## src/uesev_pkg.sv

```systemverilog
// Constants for the uncorrectable error severity register.
package uesev_pkg;

	// ==========================================================
	// Register placement and layout
	localparam logic [11:0] UESEV_OFFSET      = 12'h10C;
	localparam logic [31:0] UESEV_RESET       = 32'h0006_2031;
	localparam logic [31:0] UESEV_RW_MASK     = 32'h001F_F010;
	localparam logic [31:0] UESEV_FIXED_ONES  = 32'h0000_0021;
	localparam logic [31:0] UESEV_RSVD_HI     = 32'hFFC0_0000;
	localparam logic [31:0] UESEV_RSVD_MID    = 32'h0000_0FC0;
	localparam logic [31:0] UESEV_RSVD_LO     = 32'h0000_000E;

	// ==========================================================
	// Field positions
	localparam int UESEV_ACCESS_VIOLATION_BIT = 21;
	localparam int UESEV_UNSUPPORTED_REQ_BIT  = 20;
	localparam int UESEV_END_TO_END_CRC_BIT   = 19;
	localparam int UESEV_MALFORMED_BIT        = 18;
	localparam int UESEV_RX_OVERFLOW_BIT      = 17;
	localparam int UESEV_UNEXP_CPL_BIT        = 16;
	localparam int UESEV_CPL_ABORT_BIT        = 15;
	localparam int UESEV_CPL_TIMEOUT_BIT      = 14;
	localparam int UESEV_FLOW_CONTROL_BIT     = 13;
	localparam int UESEV_POISONED_BIT         = 12;
	localparam int UESEV_SURPRISE_DOWN_BIT    = 5;
	localparam int UESEV_LINK_PROTOCOL_BIT    = 4;

	// ==========================================================
	// Values after reset of the block's own flip-flops
	localparam logic        UESEV_SYNC_RESET  = 1'b1;
	localparam logic [31:0] UESEV_RDATA_RESET = 32'h0000_0000;

	typedef struct packed {
		logic [31:0] severity;
		logic        link_rst_s1;
		logic        link_rst_s2;
		logic        global_rst_s1;
		logic        global_rst_s2;
		logic [31:0] rdata;
		logic        rd_valid;
		logic        fatal_msg;
		logic        nonfatal_msg;
	} uesev_state_type;

endpackage

```

## src/uesev_regs.sv

```systemverilog
// Uncorrectable error severity register and fatal/nonfatal message selection.
`timescale 1ns/1ps

// Notes on behaviour
// - Unmasked error with severity 1 raises the fatal message pulse.
// - Unmasked error with severity 0 raises the nonfatal message pulse.
// - Register sits at extended offset 10Ch, resets to 0006_2031h.
// - Bit 20 unsupported-request severity, read/write, resets to 0.
// - Bit 19 end-to-end CRC severity, read/write, resets to 0.
// - Bit 13 flow-control severity, read/write, resets to 1.
// - Bit 4 link-protocol severity, read/write, resets to 1.
// - Bits 18..14 and 12 read/write; 18 and 17 reset to 1, rest 0.
// - Bit 21 access-violation severity is read-only zero.
// - Bit 5 surprise-down severity is read-only one.
// - Bit 0 is reserved and reads one.
// - Bits 31..22 are reserved and read zero.
// - Bits 11..6 are reserved and read zero.
// - Bits 3..1 are reserved and read zero.
// - Link reset, global reset or power-on reset restores the defaults.
// - A masked error sends no message whatever its severity.
module uesev_regs
	import uesev_pkg::*;
(
	input  wire logic        sys_clk,
	input  wire logic        rst_n,
	input  wire logic        link_reset_n,
	input  wire logic        global_reset_input_n,
	input  wire logic        cfg_wr,
	input  wire logic        cfg_rd,
	input  wire logic [11:0] cfg_addr,
	input  wire logic [31:0] cfg_wdata,
	input  wire logic [3:0]  cfg_be,
	input  wire logic [31:0] error_detected,
	input  wire logic [31:0] error_mask,
	output logic      [31:0] cfg_rdata,
	output logic             cfg_rd_valid,
	output logic      [31:0] severity,
	output logic             err_fatal_msg,
	output logic             err_nonfatal_msg
);

	uesev_state_type state_q;
	uesev_state_type state_d;

	// ==========================================================
	// Timing seen from the configuration side
	// A write is taken on the edge where cfg_wr is high and the word address
	// matches; the new value shows on severity one cycle later.
	// A read is taken on any edge with cfg_rd high; cfg_rd_valid and cfg_rdata
	// stand for exactly one cycle after it, and an unmapped offset reads zero.
	// A read in the same cycle as a write returns the old value, so software
	// that must see its own write has to issue the read on a later edge.
	// Byte enables merge lanes; lane 3 holds only reserved bits and is ignored.
	// Error events are classified against the severity value that stood before
	// any write of the same cycle, so a write never splits one event in two.
	// Both message requests may rise together when events of both classes meet.
	// The link and global reset pins are asynchronous; each passes two flops,
	// so the defaults take hold three edges after a pin falls and stay for two
	// edges after it rises. Writes in that span are lost on purpose, so that a
	// half-written severity never survives a reset of the link.

	// ==========================================================
	// Access decode and reset qualifiers
	logic        hit;
	logic        wr_hit;
	logic        rd_hit;
	logic        pin_reset;
	logic        lane0_wr;
	logic        lane1_wr;
	logic        lane2_wr;
	logic [31:0] assembled;

	// ==========================================================
	// Per-field next values
	logic        access_violation_severity;
	logic        unsupported_request_severity;
	logic        end_to_end_crc_severity;
	logic        malformed_packet_severity;
	logic        receiver_overflow_severity;
	logic        unexpected_completion_severity;
	logic        completer_abort_severity;
	logic        completion_timeout_severity;
	logic        flow_control_severity;
	logic        poisoned_packet_severity;
	logic        surprise_down_severity;
	logic        link_protocol_severity;

	// ==========================================================
	// Per-error events that survive the mask
	logic        rep_unsupported_request;
	logic        rep_end_to_end_crc;
	logic        rep_malformed_packet;
	logic        rep_receiver_overflow;
	logic        rep_unexpected_completion;
	logic        rep_completer_abort;
	logic        rep_completion_timeout;
	logic        rep_flow_control;
	logic        rep_poisoned_packet;
	logic        rep_link_protocol;
	logic [31:0] reported;
	logic [31:0] fatal_hits;
	logic [31:0] nonfatal_hits;

	// ==========================================================
	// Next state
	always_comb begin
		state_d = state_q;

		// Both reset pins come from outside the clock domain.
		state_d.link_rst_s1   = link_reset_n;
		state_d.link_rst_s2   = state_q.link_rst_s1;
		state_d.global_rst_s1 = global_reset_input_n;
		state_d.global_rst_s2 = state_q.global_rst_s1;
		// Either pin, once synchronised, holds the defaults and overrides writes.
		pin_reset = !state_q.link_rst_s2 || !state_q.global_rst_s2;

		// Low two address bits are ignored by the decode; byte enables pick the lanes.
		hit      = (cfg_addr[11:2] == UESEV_OFFSET[11:2]);
		wr_hit   = cfg_wr && hit;
		rd_hit   = cfg_rd && hit;
		lane0_wr = wr_hit && cfg_be[0];
		lane1_wr = wr_hit && cfg_be[1];
		lane2_wr = wr_hit && cfg_be[2];

		// Unsupported positions are constants, so writes cannot reach them.
		access_violation_severity = 1'h0;
		surprise_down_severity    = 1'h1;

		// Unsupported request severity sits in byte lane 2.
		unsupported_request_severity = state_q.severity[UESEV_UNSUPPORTED_REQ_BIT];
		if (lane2_wr) begin
			unsupported_request_severity = cfg_wdata[UESEV_UNSUPPORTED_REQ_BIT];
		end

		// End-to-end CRC severity sits in byte lane 2.
		end_to_end_crc_severity = state_q.severity[UESEV_END_TO_END_CRC_BIT];
		if (lane2_wr) begin
			end_to_end_crc_severity = cfg_wdata[UESEV_END_TO_END_CRC_BIT];
		end

		// Malformed packet severity sits in byte lane 2.
		malformed_packet_severity = state_q.severity[UESEV_MALFORMED_BIT];
		if (lane2_wr) begin
			malformed_packet_severity = cfg_wdata[UESEV_MALFORMED_BIT];
		end

		// Receiver overflow severity sits in byte lane 2.
		receiver_overflow_severity = state_q.severity[UESEV_RX_OVERFLOW_BIT];
		if (lane2_wr) begin
			receiver_overflow_severity = cfg_wdata[UESEV_RX_OVERFLOW_BIT];
		end

		// Unexpected completion severity sits in byte lane 2.
		unexpected_completion_severity = state_q.severity[UESEV_UNEXP_CPL_BIT];
		if (lane2_wr) begin
			unexpected_completion_severity = cfg_wdata[UESEV_UNEXP_CPL_BIT];
		end

		// Completer abort severity sits in byte lane 1.
		completer_abort_severity = state_q.severity[UESEV_CPL_ABORT_BIT];
		if (lane1_wr) begin
			completer_abort_severity = cfg_wdata[UESEV_CPL_ABORT_BIT];
		end

		// Completion timeout severity sits in byte lane 1.
		completion_timeout_severity = state_q.severity[UESEV_CPL_TIMEOUT_BIT];
		if (lane1_wr) begin
			completion_timeout_severity = cfg_wdata[UESEV_CPL_TIMEOUT_BIT];
		end

		// Flow-control severity sits in byte lane 1.
		flow_control_severity = state_q.severity[UESEV_FLOW_CONTROL_BIT];
		if (lane1_wr) begin
			flow_control_severity = cfg_wdata[UESEV_FLOW_CONTROL_BIT];
		end

		// Poisoned packet severity sits in byte lane 1.
		poisoned_packet_severity = state_q.severity[UESEV_POISONED_BIT];
		if (lane1_wr) begin
			poisoned_packet_severity = cfg_wdata[UESEV_POISONED_BIT];
		end

		// Link-protocol severity sits in byte lane 0.
		link_protocol_severity = state_q.severity[UESEV_LINK_PROTOCOL_BIT];
		if (lane0_wr) begin
			link_protocol_severity = cfg_wdata[UESEV_LINK_PROTOCOL_BIT];
		end

		// Reserved fields come from constants, so no write can set them.
		assembled = {
			10'h000,
			access_violation_severity,
			unsupported_request_severity,
			end_to_end_crc_severity,
			malformed_packet_severity,
			receiver_overflow_severity,
			unexpected_completion_severity,
			completer_abort_severity,
			completion_timeout_severity,
			flow_control_severity,
			poisoned_packet_severity,
			6'h00,
			surprise_down_severity,
			link_protocol_severity,
			3'h0,
			1'h1
		};
		state_d.severity = assembled;
		if (pin_reset) begin
			state_d.severity = UESEV_RESET;
		end

		// Reads answer one cycle later; an unmapped offset reads zero.
		state_d.rd_valid = cfg_rd;
		if (rd_hit) begin
			state_d.rdata = state_q.severity;
		end else begin
			state_d.rdata = UESEV_RDATA_RESET;
		end

		// Surprise down is not detected by this bridge, so its fixed severity
		// never produces a message; only the ten supported errors are classified.
		rep_unsupported_request = error_detected[UESEV_UNSUPPORTED_REQ_BIT]
			&& !error_mask[UESEV_UNSUPPORTED_REQ_BIT];

		rep_end_to_end_crc = error_detected[UESEV_END_TO_END_CRC_BIT]
			&& !error_mask[UESEV_END_TO_END_CRC_BIT];

		rep_malformed_packet = error_detected[UESEV_MALFORMED_BIT]
			&& !error_mask[UESEV_MALFORMED_BIT];

		rep_receiver_overflow = error_detected[UESEV_RX_OVERFLOW_BIT]
			&& !error_mask[UESEV_RX_OVERFLOW_BIT];

		rep_unexpected_completion = error_detected[UESEV_UNEXP_CPL_BIT]
			&& !error_mask[UESEV_UNEXP_CPL_BIT];

		rep_completer_abort = error_detected[UESEV_CPL_ABORT_BIT]
			&& !error_mask[UESEV_CPL_ABORT_BIT];

		rep_completion_timeout = error_detected[UESEV_CPL_TIMEOUT_BIT]
			&& !error_mask[UESEV_CPL_TIMEOUT_BIT];

		rep_flow_control = error_detected[UESEV_FLOW_CONTROL_BIT]
			&& !error_mask[UESEV_FLOW_CONTROL_BIT];

		rep_poisoned_packet = error_detected[UESEV_POISONED_BIT]
			&& !error_mask[UESEV_POISONED_BIT];

		rep_link_protocol = error_detected[UESEV_LINK_PROTOCOL_BIT]
			&& !error_mask[UESEV_LINK_PROTOCOL_BIT];

		// Reserved and unsupported positions never report.
		reported = {
			10'h000,
			1'h0,
			rep_unsupported_request,
			rep_end_to_end_crc,
			rep_malformed_packet,
			rep_receiver_overflow,
			rep_unexpected_completion,
			rep_completer_abort,
			rep_completion_timeout,
			rep_flow_control,
			rep_poisoned_packet,
			6'h00,
			1'h0,
			rep_link_protocol,
			3'h0,
			1'h0
		};
		fatal_hits    = reported & state_q.severity;
		nonfatal_hits = reported & ~state_q.severity;
		state_d.fatal_msg    = |fatal_hits;
		state_d.nonfatal_msg = |nonfatal_hits;
	end

	// ==========================================================
	// State register
	always_ff @(posedge sys_clk) begin
		if (!rst_n) begin
			state_q.severity     <= UESEV_RESET;
			state_q.link_rst_s1  <= UESEV_SYNC_RESET;
			state_q.link_rst_s2  <= UESEV_SYNC_RESET;
			state_q.global_rst_s1 <= UESEV_SYNC_RESET;
			state_q.global_rst_s2 <= UESEV_SYNC_RESET;
			state_q.rdata        <= UESEV_RDATA_RESET;
			state_q.rd_valid     <= 1'b0;
			state_q.fatal_msg    <= 1'b0;
			state_q.nonfatal_msg <= 1'b0;
		end else begin
			state_q <= state_d;
		end
	end

	assign cfg_rdata        = state_q.rdata;
	assign cfg_rd_valid     = state_q.rd_valid;
	assign severity         = state_q.severity;
	assign err_fatal_msg    = state_q.fatal_msg;
	assign err_nonfatal_msg = state_q.nonfatal_msg;

endmodule

```

## config.mk

```make
export PLATFORM = sky130hd
export DESIGN_NAME = uesev_regs
export DESIGN_NICKNAME = d
export VERILOG_FILES = /design/src/uesev_pkg.sv /design/src/uesev_regs.sv
export SDC_FILE = /design/constraint.sdc
export NUM_CORES = 1
export LEC_CHECK = 0
export BUFFER_PORTS_ARGS = -buffer_cell sky130_fd_sc_hd__buf_2
export CAP_MARGIN = 10
export CORE_AREA = 2 2 72 74
export CTS_CLUSTER_DIAMETER = 120
export DETAILED_ROUTE_END_ITERATION = 8
export DIE_AREA = 0 0 74 76
export HOLD_SLACK_MARGIN = 0.03
export PLACE_DENSITY = 0.8
export SYNTH_ARGS = -nofsm -noshare
export SYNTH_HDL_FRONTEND = slang
export SYNTH_SLANG_ARGS = --single-unit
```

## constraint.sdc

```tcl
create_clock -name sys_clk -period 4.77 [get_ports sys_clk]
set_input_delay 0.477 -clock sys_clk [delete_from_list [all_inputs] [get_ports sys_clk]]
set_output_delay 0.477 -clock sys_clk [all_outputs]
set_load 0.02 [all_outputs]
```

==> summary.txt <==
Logic synthesis
  – Yosys top cell area share: 34.9%
  – Number of synthesized flops with an enable pin: 0
  – Synthesized cell area: 1610 µm²
  – Distinct cells, synth: 24
  – Post-synth top area cell: dfxtp_1
  – Post-synthesis sequential area ratio: 34.9%
  – Area contributors post-synth: dfxtp_1, buf_4, mux2i_1, nand3b_1, nor3b_1
  – Seq cells post-synth: 28
  – Post-Synthesis Cells: ~170
  – Asr flop ratio synth: 0%
  – Synth Flop Type: dfxtp_1
  – Avg Inst Size Synth: 9.28 µm²
  – Warnings, synthesis: 0

Timing
  – Final hold violation count: 0
  – RSZ-0062 raised after global routing: false
  – Tcrit/Tclk final: 50.7%
  – Slew @ Worst Pin: 1190 ps
  – Final WS setup: around 2400 ps
  – Fin Setup TNS: 0 ps
  – Slew margin rel.: a little over 20%
  – Max Clk Rate: 413 MHz
  – Final setup fails: 0
  – Skew final: about 7.6 ps
  – Max-slew violations: 0
  – Tmin final: 2420 ps

Power and ir drop
  – Worst VDD drop: 141 µV
  – Leakage Power: 0.908 nW
  – P_sw: ~0.12 mW
  – Seq pwr share: 48.3%
  – Internal power: 0.373 mW
  – Power per cell area: 275 nW/µm²
  – Total power: 0.492 mW
  – Net Sw Frac: 24.3%
  – Part of the power in combinational logic: roughly 15%
  – Clock power share: 37.0%

Cells and area
  – Fin nets: about 340
  – Antenna cells: 0
  – Commonest non-fill, non-tap cell in the layout: buf_2
  – Layout cells sized above 1: between 30 and 40%
  – # fillers: 490
  – Highest-count cells in the layout ignoring fill and taps: buf_2, conb_1, dfxtp_1
  – Cell Count, Final, Fillers Out: 294
  – Post-route design area: 1790 µm²
  – Area grow syn2layout: 11.6%

GRT
  – Largest net degree at the start of global routing: 17
  – Antenna violations before repair: 0
  – First-pass GRT wire length: 4620 µm
  – Total grt overflow: 0
  – Gr usage total: between 10% and 20%
  – Vias in the first global route: 994

Clock network
  – Hold-fix buffers, CTS: 0
  – Num CTS Buffers: 3
  – CTS H-tree lvls: 1
  – CTS Root Buffer Type: clkbuf_8
  – TritonCTS Sinks: 28
  – Clk Latency, worst-skew pair: approximately 270 ps
  – Setup bufs post-CTS: 0
  – Cts repair resizes: 0
  – Clock tree buffer depth: 2
  – CTS tree: yes
  – Clock transition at the registers of the reported paths: 100 ps

Floorplan
  – Die Width: 74 µm
  – Die Area: 5620 µm²
  – Row count: 26
  – Core Region: around 4900 µm²
  – DIE HEIGHT: 76 µm
  – Starting density of the core: between 30% and 40%
  – IO Pins: roughly 190

Detailed routing
  – Vias per inst: 3.85
  – Antenna Nets Post-Route: 0
  – Total number of vias: 1131
  – DR iter-0 viols: 13
  – Pre-Repair DR Iteration Count: 3
  – Drt drc: 0
  – WL per Instance: 10.7 µm
  – Wire length after detailed routing: 3140 µm

Placement
  – Total placed cells including tap cells: 290
  – Worst slack, placed: 2060 ps
  – Hpwl dp: 2670 µm
  – GPL Wtd Cong: 0.732
  – PortBufs: 73
  – Cell area after placement: 1720 µm²

Setup path
  – Crit path kind: primary input to flip-flop
  – Reg-to-reg startpoint: severity[13]
  – Setup slack, reg-to-reg: ~3600 ps
  – Req. time, crit path: just under 5000 ps
  – Reg2reg end: err_nonfatal_msg
  – Crit-path max FO: 13
  – Setup crit start kind: primary input
  – CP Capture Type: flip-flop
  – R2R cell count: 3
  – Arrival @ worst endpoint: 2590 ps

Flow run
  – Max Cap Viol: 0

Outcome
  – Outcome: completed

Worst hold path
  – Hold crit path type: primary input to flip-flop
  – Hold wc startpoint: global_reset_input_n
  – WHS Endpoint: state_d[35]
  – Hold-critical path depth: 2
-- critical path, cell delays in order --
cell     delay, ps
buf_2          100
or4b_4         570
nor3_1         960
nand3_1        160
a211o_1        320
-- cell families after synthesis --
kind of cell	count (synthesis)	share of synthesized area, %
buffers and inverters	67	30.6
multiplexers	9	5.61
AND/OR/NAND/NOR	65	27.4
AO/OA/AOI/OAI	2	0.936
other	2	0.468
flip-flops	28	34.9
-- area by class of cell --
class | instances | area, µm² | share of cell area, %
tap | 70 | 87.6 | 4.89
multi-input combinational | 118 | 703 | 39.2
sequential | 28 | 561 | 31.3
inverter | 1 | 3.75 | 0.209
clock inverter | 1 | 30.0 | 1.68
timing repair buffer | 73 | 365 | 20.4
clock buffer | 3 | 41.3 | 2.30
-- power by group through the flow --
stage / clock network, mW / registers [mW] / logic, mW
floorplan: 0 / 0.246 / 0.0704
global placement: 0 / 0.243 / 0.0710
detailed placement: 0 / 0.243 / 0.0721
CTS: 0.192 / 0.238 / 0.0722
global route: 0.194 / 0.238 / 0.0791
finish: 0.182 / 0.238 / 0.0724
-- routing by layer --
| layer | global-route usage [%] | part of all wire, % | vias up |
|---|---|---|---|
| li1 | - | - | 579 |
| met1 | 11.7 | 42 | 491 |
| met2 | 19.5 | 48 | 59 |
| met3 | 4.63 | 9.8 | 2 |
| met4 | 1.09 | 0.41 | 0 |
| met5 | 0 | 0 | - |
-- cell usage after synthesis, types with 2 or more instances --
cell type	number
nand3_1	2
and3_1	11
nand2_1	6
nor2_1	8
buf_4	64
nand3b_1	10
dfxtp_1	28
clkbuf_1	2
nand2b_1	4
mux2i_1	9
nor3b_1	10
nand4_1	2
nor3_1	2
nor4_1	2
conb_1	2
and2_1	2
nor4_4	2
-- flip-flops by register name (all words and copies together) (netlist names) --
signal,count
cfg_rd_valid,1
cfg_rdata,11
err_fatal_msg,1
err_nonfatal_msg,1
severity,10
state_d,2
state_q,2
-- worst max-delay path by stage --
stage,from,to,slack (ps),cells past startpoint
detailed placement,cfg_addr[7],severity[4],2060,5
global route,cfg_addr[7],severity[4],2230,5
global placement,cfg_addr[7],severity[4],2090,5
finish,cfg_addr[7],severity[4],2350,5
floorplan,cfg_addr[7],severity[17],2890,4
CTS,cfg_addr[7],severity[4],2370,5
-- metrics by stage --
stage          hold WS [ps]  util [%]
2_1_floorplan           386         -
3_3_place_gp            391      35.0
3_5_place_dp            397      35.0
4_1_cts                 375      36.5
5_1_grt                 375      36.5
6_report                385      36.5
No activity file was read; power rests on OpenSTA's default activity.
